$ cat config.mk
export PLATFORM = sky130hd
export DESIGN_NAME = host_cmd_ctrl
export DESIGN_NICKNAME = d
export VERILOG_FILES = /design/src/host_cmd_ctrl.v
export VERILOG_INCLUDE_DIRS = /design/src
export SDC_FILE = /design/constraint.sdc
export NUM_CORES = 1
export LEC_CHECK = 0
export BUFFER_PORTS_ARGS = -buffer_cell sky130_fd_sc_hd__buf_2
export CAP_MARGIN = 10
export CORE_MARGIN = 2
export CORE_UTILIZATION = 25
export DETAILED_ROUTE_END_ITERATION = 10
export GPL_ROUTABILITY_DRIVEN = 0
export PLACE_DENSITY = 0.51
export SLEW_MARGIN = 10
export SYNTH_ARGS = -nofsm -noshare
export SYNTH_HDL_FRONTEND = slang
export SYNTH_SLANG_ARGS = --single-unit
export TNS_END_PERCENT = 50
$ cat constraint.sdc
create_clock -name clock -period 8.7 [get_ports clock]
set_input_delay 1.305 -clock clock [delete_from_list [all_inputs] [get_ports clock]]
set_output_delay 1.305 -clock clock [all_outputs]
set_load 0.02 [all_outputs]
$ cat src/host_cmd_defs.vh
// Constants for the host-side generic command and key table controller
`ifndef HOST_CMD_DEFS_VH
`define HOST_CMD_DEFS_VH
// Device register byte offsets (device map as seen over the device port)
`define DEV_GEN_STS      8'h00
`define DEV_GEN_PARAM    8'h04
`define DEV_GEN_ADDR     8'h08
`define DEV_KEY_CMD      8'h0C
`define DEV_KEY_ID       8'h10
`define DEV_KEY_VAL0     8'h14
`define DEV_STRUCT       8'h24
// Device generic status fields
`define GEN_ACTIVE_BIT   31
`define GEN_ERROR_BIT    30
`define GEN_TYPE_MSB     3
`define GEN_TYPE_SLOTS   4'h3
`define GEN_TYPE_STOP    4'h4
`define GEN_TYPE_WAKE    4'h5
// Device key command fields
`define KEY_SET_BIT      31
`define KEY_ERASE_BIT    30
`define KEY_GROUP_BIT    8
`define KEY_IDX_MSB      7
// Key capacity field in the structural parameters word
`define CAP_LSB          8
`define CAP_MSB          15
// Own register byte offsets (software port)
`define REG_CTRL         8'h00
`define REG_GEN_CMD      8'h04
`define REG_GEN_PARAM    8'h08
`define REG_GEN_ADDR     8'h0C
`define REG_KEY_ID       8'h10
`define REG_KEY_VAL0     8'h14
`define REG_KEY_CMD      8'h24
`define REG_STATUS       8'h28
`define REG_DEV_INFO     8'h2C
// Operation codes written to the control register
`define OP_GENERIC       3'h1
`define OP_KEY_SET       3'h2
`define OP_KEY_ERASE     3'h3
`define OP_HANDSHAKE     3'h4
// Status bit positions
`define ST_BUSY          0
`define ST_DONE          1
`define ST_ERROR         2
`define ST_REFUSED       3
`define ST_GROUP_OK      4
`define ST_SLOTS_SET     5
`define ST_WAKE_POLL     6
// Reset values
`define RESET_WORD       32'h0000_0000
`endif

$ cat src/host_cmd_ctrl.v
// Host-side sequencer for generic commands and key table commands
`timescale 1ns/1ns
// Contract
// - Slot mask command type 3, bitmap pointer
// - Stop: write time, then type 4 active
// - Remote wake attribute set when polling wanted
// - Wake poll type 5, enabled bit on/off
// - Install: identifier, key, then command with set
// - Never issue index at or above capacity
// - Erase: erase bit set, set bit zero
// - Never erase an entry without valid key
// - Handshake clears secure flag, idles queue heads
// - Pairwise install, then index and secure flag
// - Group key installed before slot mask write
// - Never erase group key while broadcasting
// - No new command while active bit is one
`include "host_cmd_defs.vh"

module host_cmd_ctrl #(
  parameter MAX_KEYS = 32
) (
  input  wire        clock,
  input  wire        rstn,
  input  wire [7:0]  sw_addr,
  input  wire [31:0] sw_wdata,
  input  wire        sw_wr,
  input  wire        sw_rd,
  output reg  [31:0] sw_rdata,
  output reg  [7:0]  dev_addr,
  output reg  [31:0] dev_wdata,
  output reg         dev_wr,
  output reg         dev_rd,
  input  wire [31:0] dev_rdata,
  output reg         queue_idle_req
);

  // ----------------------------------------
  // States
  // ----------------------------------------
  localparam S_IDLE  = 3'h0;
  localparam S_PRE   = 3'h1;
  localparam S_PREW  = 3'h2;
  localparam S_WR    = 3'h3;
  localparam S_POLL  = 3'h4;
  localparam S_POLLW = 3'h5;

  reg [2:0]  state_r;
  reg [2:0]  step_r;
  reg [2:0]  op_r;
  reg [31:0] gen_cmd_r;
  reg [31:0] gen_param_r;
  reg [31:0] gen_addr_r;
  reg [31:0] key_id_r;
  reg [31:0] key_val_r [0:3];
  reg [31:0] key_cmd_r;
  reg        done_r;
  reg        err_r;
  reg        refused_r;
  reg        slots_set_r;
  reg        wake_poll_r;
  reg        secure_r;
  reg [7:0]  info_idx_r;

  wire [MAX_KEYS-1:0] kvalid;
  wire [MAX_KEYS-1:0] kgroup;
  wire [7:0]  key_idx   = key_cmd_r[`KEY_IDX_MSB:0];
  wire        key_grp   = key_cmd_r[`KEY_GROUP_BIT];
  wire [3:0]  gen_type  = gen_cmd_r[`GEN_TYPE_MSB:0];
  wire        group_ok  = |(kvalid & kgroup);
  wire        idx_in    = ({24'h0, key_idx} < MAX_KEYS);
  wire        busy      = (state_r != S_IDLE);
  wire        start     = sw_wr && (sw_addr == `REG_CTRL) && !busy;
  wire [2:0]  start_op  = sw_wdata[2:0];
  wire        cfg_wr    = sw_wr && !busy;
  wire [31:0] pre_word  = dev_rdata;
  wire [7:0]  cap       = pre_word[`CAP_MSB:`CAP_LSB];

  // ----------------------------------------
  // Start-time checks
  // ----------------------------------------
  reg refuse_now;
  always @*
  begin
    refuse_now = 1'b0;
    case (start_op)
      `OP_GENERIC:
        refuse_now = (sw_wdata[3:0] == 4'h0) ? 1'b0 :
                     ((gen_type == `GEN_TYPE_SLOTS) && !group_ok);
      `OP_KEY_SET:
        refuse_now = !idx_in;
      `OP_KEY_ERASE:
      begin
        refuse_now = !idx_in || !kvalid[key_idx[4:0] % MAX_KEYS];
        if (idx_in && kgroup[key_idx[4:0] % MAX_KEYS] && slots_set_r)
          refuse_now = 1'b1;
      end
      default:
        refuse_now = 1'b0;
    endcase
  end

  // ----------------------------------------
  // Write list per operation
  // ----------------------------------------
  reg [7:0]  w_addr;
  reg [31:0] w_data;
  reg        w_last;
  always @*
  begin
    w_addr = `DEV_GEN_STS;
    w_data = `RESET_WORD;
    w_last = 1'b0;
    if (op_r == `OP_GENERIC)
    begin
      case (step_r)
        3'h0:
        begin
          w_addr = `DEV_GEN_PARAM;
          w_data = gen_param_r;
        end
        3'h1:
        begin
          w_addr = `DEV_GEN_ADDR;
          w_data = gen_addr_r;
        end
        default:
        begin
          w_addr = `DEV_GEN_STS;
          w_data = {1'b1, 1'b0, gen_cmd_r[29:0]};
          w_last = 1'b1;
        end
      endcase
    end
    else if (op_r == `OP_KEY_SET)
    begin
      if (step_r == 3'h0)
      begin
        w_addr = `DEV_KEY_ID;
        w_data = {8'h00, key_id_r[23:0]};
      end
      else if (step_r < 3'h5)
      begin
        w_addr = `DEV_KEY_VAL0 + {3'h0, step_r - 3'h1, 2'b00};
        w_data = key_val_r[step_r[1:0] - 2'b01];
      end
      else
      begin
        w_addr = `DEV_KEY_CMD;
        w_data = {1'b1, 1'b0, 21'h0, key_grp, key_idx};
        w_last = 1'b1;
      end
    end
    else
    begin
      w_addr = `DEV_KEY_CMD;
      w_data = {1'b0, 1'b1, 22'h0, key_idx};
      w_last = 1'b1;
    end
  end

  // ----------------------------------------
  // Software registers
  // ----------------------------------------
  integer k;
  always @(posedge clock)
  begin
    if (!rstn)
    begin
      gen_cmd_r   <= `RESET_WORD;
      gen_param_r <= `RESET_WORD;
      gen_addr_r  <= `RESET_WORD;
      key_id_r    <= `RESET_WORD;
      key_cmd_r   <= `RESET_WORD;
      for (k = 0; k < 4; k = k + 1)
        key_val_r[k] <= `RESET_WORD;
    end
    else if (cfg_wr)
    begin
      // Held stable while busy so the device sees one consistent set
      case (sw_addr)
        `REG_GEN_CMD:   gen_cmd_r   <= sw_wdata;
        // wake attribute travels in the parameter word
        `REG_GEN_PARAM: gen_param_r <= sw_wdata;
        `REG_GEN_ADDR:  gen_addr_r  <= sw_wdata;
        `REG_KEY_ID:    key_id_r    <= sw_wdata;
        `REG_KEY_CMD:   key_cmd_r   <= sw_wdata;
        8'h14:          key_val_r[0] <= sw_wdata;
        8'h18:          key_val_r[1] <= sw_wdata;
        8'h1C:          key_val_r[2] <= sw_wdata;
        8'h20:          key_val_r[3] <= sw_wdata;
        default:        key_id_r    <= key_id_r;
      endcase
    end
  end

  // ----------------------------------------
  // Sequencer
  // ----------------------------------------
  wire fin      = (state_r == S_POLLW) && !(op_r == `OP_GENERIC ? dev_rdata[`GEN_ACTIVE_BIT] :
                  op_r == `OP_KEY_SET ? dev_rdata[`KEY_SET_BIT] : dev_rdata[`KEY_ERASE_BIT]);
  wire cap_bad  = (state_r == S_PREW) && (op_r != `OP_GENERIC) && (key_idx >= cap);
  wire fin_set  = fin && (op_r == `OP_KEY_SET);
  wire fin_ers  = fin && (op_r == `OP_KEY_ERASE);
  wire hs_start = start && (start_op == `OP_HANDSHAKE);
  wire refuse   = (start && refuse_now) || cap_bad;

  always @(posedge clock)
  begin
    if (!rstn)
    begin
      state_r  <= S_IDLE;
      step_r   <= 3'h0;
      op_r     <= 3'h0;
      dev_addr <= 8'h00;
      dev_wdata <= `RESET_WORD;
      dev_wr   <= 1'b0;
      dev_rd   <= 1'b0;
    end
    else
    begin
      dev_wr <= 1'b0;
      dev_rd <= 1'b0;
      case (state_r)
        S_IDLE:
        begin
          step_r <= 3'h0;
          if (start && !refuse_now && start_op >= `OP_GENERIC && start_op <= `OP_KEY_ERASE)
          begin
            op_r    <= start_op;
            state_r <= S_PRE;
          end
        end
        S_PRE:
        begin
          dev_rd   <= 1'b1;
          dev_addr <= (op_r == `OP_GENERIC) ? `DEV_GEN_STS : `DEV_STRUCT;
          state_r  <= S_PREW;
        end
        S_PREW:
        begin
          // Wait state: read data stands in this cycle
          if (op_r == `OP_GENERIC)
          begin
            state_r <= dev_rdata[`GEN_ACTIVE_BIT] ? S_PRE : S_WR;
          end
          else
          begin
            state_r <= cap_bad ? S_IDLE : S_WR;
          end
        end
        S_WR:
        begin
          dev_wr    <= 1'b1;
          dev_addr  <= w_addr;
          dev_wdata <= w_data;
          step_r    <= step_r + 3'h1;
          if (w_last)
            state_r <= S_POLL;
        end
        S_POLL:
        begin
          dev_rd   <= 1'b1;
          dev_addr <= (op_r == `OP_GENERIC) ? `DEV_GEN_STS : `DEV_KEY_CMD;
          state_r  <= S_POLLW;
        end
        S_POLLW:
          // Device never waits us; poll until its bit drops
          state_r <= fin ? S_IDLE : S_POLL;
        default:
          state_r <= S_IDLE;
      endcase
    end
  end

  // ----------------------------------------
  // Key table shadow, one entry per index
  // ----------------------------------------
  genvar i;
  generate
    for (i = 0; i < MAX_KEYS; i = i + 1)
    begin : entry
      localparam [7:0] ENTRY = i;
      reg valid_r;
      reg group_r;
      always @(posedge clock)
      begin
        if (!rstn)
        begin
          valid_r <= 1'b0;
          group_r <= 1'b0;
        end
        else if (fin_set && key_idx == ENTRY)
        begin
          valid_r <= 1'b1;
          group_r <= key_grp;
        end
        else if (fin_ers && key_idx == ENTRY)
          valid_r <= 1'b0;
      end
      assign kvalid[i] = valid_r;
      assign kgroup[i] = group_r;
    end
  endgenerate

  // ----------------------------------------
  // Status and device information
  // ----------------------------------------
  wire clr_st = sw_wr && (sw_addr == `REG_STATUS);
  wire fin_gen = fin && (op_r == `OP_GENERIC);
  always @(posedge clock)
  begin
    if (!rstn)
    begin
      done_r      <= 1'b0;
      err_r       <= 1'b0;
      refused_r   <= 1'b0;
      slots_set_r <= 1'b0;
      wake_poll_r <= 1'b0;
      secure_r    <= 1'b0;
      info_idx_r  <= 8'h00;
      queue_idle_req <= 1'b0;
    end
    else
    begin
      // Sticky flags: a hardware set beats a software clear
      done_r    <= (fin || refuse || hs_start) | (done_r & ~(clr_st & sw_wdata[`ST_DONE]));
      refused_r <= refuse | (refused_r & ~(clr_st & sw_wdata[`ST_REFUSED]));
      err_r     <= (fin_gen && dev_rdata[`GEN_ERROR_BIT]) | (err_r & ~(clr_st & sw_wdata[`ST_ERROR]));
      if (fin_gen && gen_type == `GEN_TYPE_SLOTS)
        slots_set_r <= 1'b1;
      if (fin_gen && gen_type == `GEN_TYPE_WAKE)
        wake_poll_r <= gen_param_r[0];
      if (hs_start)
      begin
        secure_r       <= 1'b0;
        queue_idle_req <= 1'b1;
      end
      else if (fin_set && !key_grp)
      begin
        info_idx_r     <= key_idx;
        secure_r       <= 1'b1;
        queue_idle_req <= 1'b0;
      end
    end
  end

  // ----------------------------------------
  // Software read port, data one cycle later
  // ----------------------------------------
  always @(posedge clock)
  begin
    if (!rstn)
      sw_rdata <= `RESET_WORD;
    else if (sw_rd)
    begin
      case (sw_addr)
        `REG_GEN_CMD:   sw_rdata <= gen_cmd_r;
        `REG_GEN_PARAM: sw_rdata <= gen_param_r;
        `REG_GEN_ADDR:  sw_rdata <= gen_addr_r;
        `REG_KEY_ID:    sw_rdata <= key_id_r;
        `REG_KEY_CMD:   sw_rdata <= key_cmd_r;
        `REG_STATUS:    sw_rdata <= {25'h0, wake_poll_r, slots_set_r, group_ok, refused_r, err_r, done_r, busy};
        `REG_DEV_INFO:  sw_rdata <= {23'h0, secure_r, info_idx_r};
        default:        sw_rdata <= `RESET_WORD;
      endcase
    end
    else
      sw_rdata <= `RESET_WORD;
  end

endmodule

==> results.md <==
- Antenna violations before repair: 4
- TritonCTS clock tree: built
- Syn Std Cell Area: 0.0198 sq mm
- Drt first pass iters: 7
- Post-route cell area: ~0.023 sq mm
- H-tree levels: 2
- Slew @ Worst Pin: 1220 ps
- Starting Density: 25.2%
- Critical Path Most Common Cell: buf_4
- Global route hottest layer: met2
- Post-cts sizing count: 0
- Rel. slew slack: 18.7%
- DRT iter0 DRCs: 1940
- Drt via density: 5.15
- Post-synth top cells: 469 x nand2_1, 318 x dfxtp_1, 312 x a21oi_1, 169 x clkbuf_1, 133 x and2_1
- CP max FO: 38
- Clk pin slew, worst setup/hold paths: ~60 ps
- # DRC: 0
- Cts bufs inserted: 49
- Dpl cell area: approximately 0.021 sq mm
- Detailed-route wire length: 73.6 mm
- Hold WC Path Type: flop to flop
- Post-cts hold buffer count: 0
- Setup skew after layout: 43.5 ps
- Final Hold Violating Endpoints: 0
- Global-route met2 utilization: 29.9%
- Core area: between 0.07 and 0.08 sq mm
- Setup TNS: 0 ps
- Area leader, netlist: dfxtp_1
- Routed Antenna Nets: 0
- F_max: between 200 and 300 MHz
- Slew Limit Fails: 0
- Sequential area share after synthesis: 51.5%
- Setup violations, final: 0
- Vias: 16800
- Sw Pwr: 1.01 mW
- Most common flop cell mapped by yosys: dfxtp_1
- Crit-path slowest cell: nor2_2
- Synth Area in XOR/XNOR: 0.0884%
- Hold depth: 2
- P per Cell Area: 197 mW/mm^2
- Largest family of logic cells by synthesized area: simple AND/OR/NAND/NOR gates
- Clock power frac: between 50% and 60%
- Port Buffers: between 100 and 150
- Cells on worst reg2reg path: 11
- Full die area: about 0.081 sq mm
- Fill count: 8229
- Leakage power figure: 7.78 nW
- Async set-reset flop share out of synthesis: 0%
- Synth top area share: 32.1%
- Max VDD drop: between 0.00015 and 0.0002 V
- Met1 Usage GRT: between 20 and 25%
- Tcrit/Tclk final: 44.1%
- Tmin final: 3840 ps
- Status: completed
- Critical path arrival: 4310 ps
- Combinational share of power: about 2.6%
- Seq pwr share: between 40% and 50%
- Crit path kind: flop to flop
- Clock Tree Root: clkbuf_16
- Largest net degree at the start of global routing: around 110
- Switching Share: between 20% and 30%
- Clock latency at the later pin of the worst-skew pair: 620 ps
- Synth Area in Compound Gates: 17.6%
- Setup Fix Bufs, Post-CTS: 0
- RSZ-0062 raised after global routing: false
- Mean post-synth cell area: 9.23 sq um
- Max clock buf depth: 3
- Crit-path max cell delay: 630 ps
- Area contributors post-synth: dfxtp_1 32%, edfxtp_1 19%, nand2_1 8.9%
- Post-Synth Simple-Gate Area: 18.5%
- Unique masters post-synth: 69
- Top-count cell post-synth: nand2_1
- Cell Chain, Critical Path: buf_4 > inv_1 > ha_1 > nor2b_4 > buf_4 > nor2_2 > buf_4 > o21a_1 > a21oi_1 > o21a_1 > o31a_1
- Area Overhead vs Synth: 16.7%
- GRT Total Usage: between 10% and 20%
- I/O Pins: 151
- Mux contribution to synthesized area: 7.06%
- Number of synthesized flops with an enable pin: 128
- CP required: 9170 ps
- First-pass GRT wire length: roughly 110 mm
- Nets: 2251
- GR Util met3: under 10%
- Die width: ~290 microns
- HPWL after detailed placement: ~45 mm
- Max cap viols: 0
- Num rows: about 100
- Adder-Cell Fraction of Synth Area: 0.695%
- Crit start category: flop
- DIE HEIGHT: 285 microns
- Grt total ovfl: 0
- Pint: 3.54 mW
- Clock sink total: 446
- DR WL/cell: 22.6 microns
- Post-Synthesis Cells: between 2000 and 2500
- Layout cells sized above 1: 14.6%
- Yosys reg bits: 446
- Crit. End Element: flop
- Syn. warnings: 0
- Vias in the first global route: 16400
- Core Util, Final: between 20% and 30%
==> stage by stage <==
| stage | hold slack (ps) | std cells | total power [mW] | setup slack [ps] |
|---|---|---|---|---|
| floorplan | 436 | 2148 | 2.27 | 4050 |
| finish | 452 | 3259 | 4.55 | 4860 |
| global placement | 442 | 3163 | 2.32 | 4550 |
| CTS | 454 | 3255 | 4.58 | 4840 |
| detailed placement | 446 | 3163 | 2.32 | 4480 |
| global route | 478 | 3256 | 4.67 | 4560 |
==> cells in the final DEF (no fill, tap or decap), types with 38 or more instances in the layout <==
cell / synthesis / final
nand2_1: 469 / 467
dfxtp_1: 318 / 317
a21oi_1: 312 / 312
and2_1: 133 / 133
edfxtp_1: 128 / 128
buf_2: 14 / 124
a22oi_1: 102 / 102
o21ai_0: 75 / 72
nor2_1: 76 / 66
clkbuf_16: 0 / 51
mux4_2: 44 / 44
mux2i_1: 38 / 38
buf_4: 5 / 38
==> registers in the layout (all words and copies together), names as in the netlist, 8 cells and up <==
signal and flops:
gen_cmd_r 32, info_idx_r 8, gen_param_r 32, sw_rdata 32, gen_addr_r 32, key_id_r 32
entry.valid_r 32, key_cmd_r 32, key_val_r 128, dev_wdata 32, entry.group_r 32
==> critical path, delay by kind of cell, from the launching register on <==
family	cells	cell delay, ps
fa+ha+maj	1	310
compound gates	4	700
simple gates	2	770
flops	1	310
buf+inv	4	1570
==> power by group through the flow <==
stage | clock network, mW | logic (mW) | registers, mW
after floorplan | 0 | 0.0651 | 2.20
after global placement | 0 | 0.115 | 2.20
after detailed placement | 0 | 0.116 | 2.21
after CTS | 2.31 | 0.117 | 2.16
after global routing | 2.39 | 0.123 | 2.16
final | 2.27 | 0.116 | 2.16
==> final cells by class <==
class                      count  area (sq um)  area share, %
tap                         1050          1310           5.68
sequential                   446         10200           44.2
antenna                        4          10.0         0.0433
timing repair buffer         162           906           3.92
clock buffer                  76          1510           6.55
clock inverter                16           260           1.13
multi-input combinational   1488          8830           38.2
inverter                      17          71.3          0.309
==> worst paths after layout <==
check / from / to / slack, ps
worst max-delay path: step_r[0] / state_r[0] / 4860
worst min-delay path: dev_addr[4] / dev_addr[4] / 450
worst max register to register: step_r[0] / state_r[0] / 4860
worst min register to register: dev_addr[4] / dev_addr[4] / 450
==> kinds of logic after synthesis <==
| group | after synthesis |
|---|---|
| adder cells (fa/ha/maj) | 11 |
| AND/OR/NAND/NOR | 802 |
| multiplexers | 83 |
| buffers and inverters | 214 |
| flip-flops | 446 |
| AO/OA/AOI/OAI | 586 |
| other | 1 |
| XOR/XNOR | 2 |
==> per-layer routing <==
| metal | vias to the layer above | wire length [microns] |
|---|---|---|
| li1 | 7631 | - |
| met1 | 8211 | 30200 |
| met2 | 817 | 35600 |
| met3 | 129 | 5690 |
| met4 | 4 | 2080 |
| met5 | - | 28 |
Note: power is estimated with default switching activity, not from simulation.
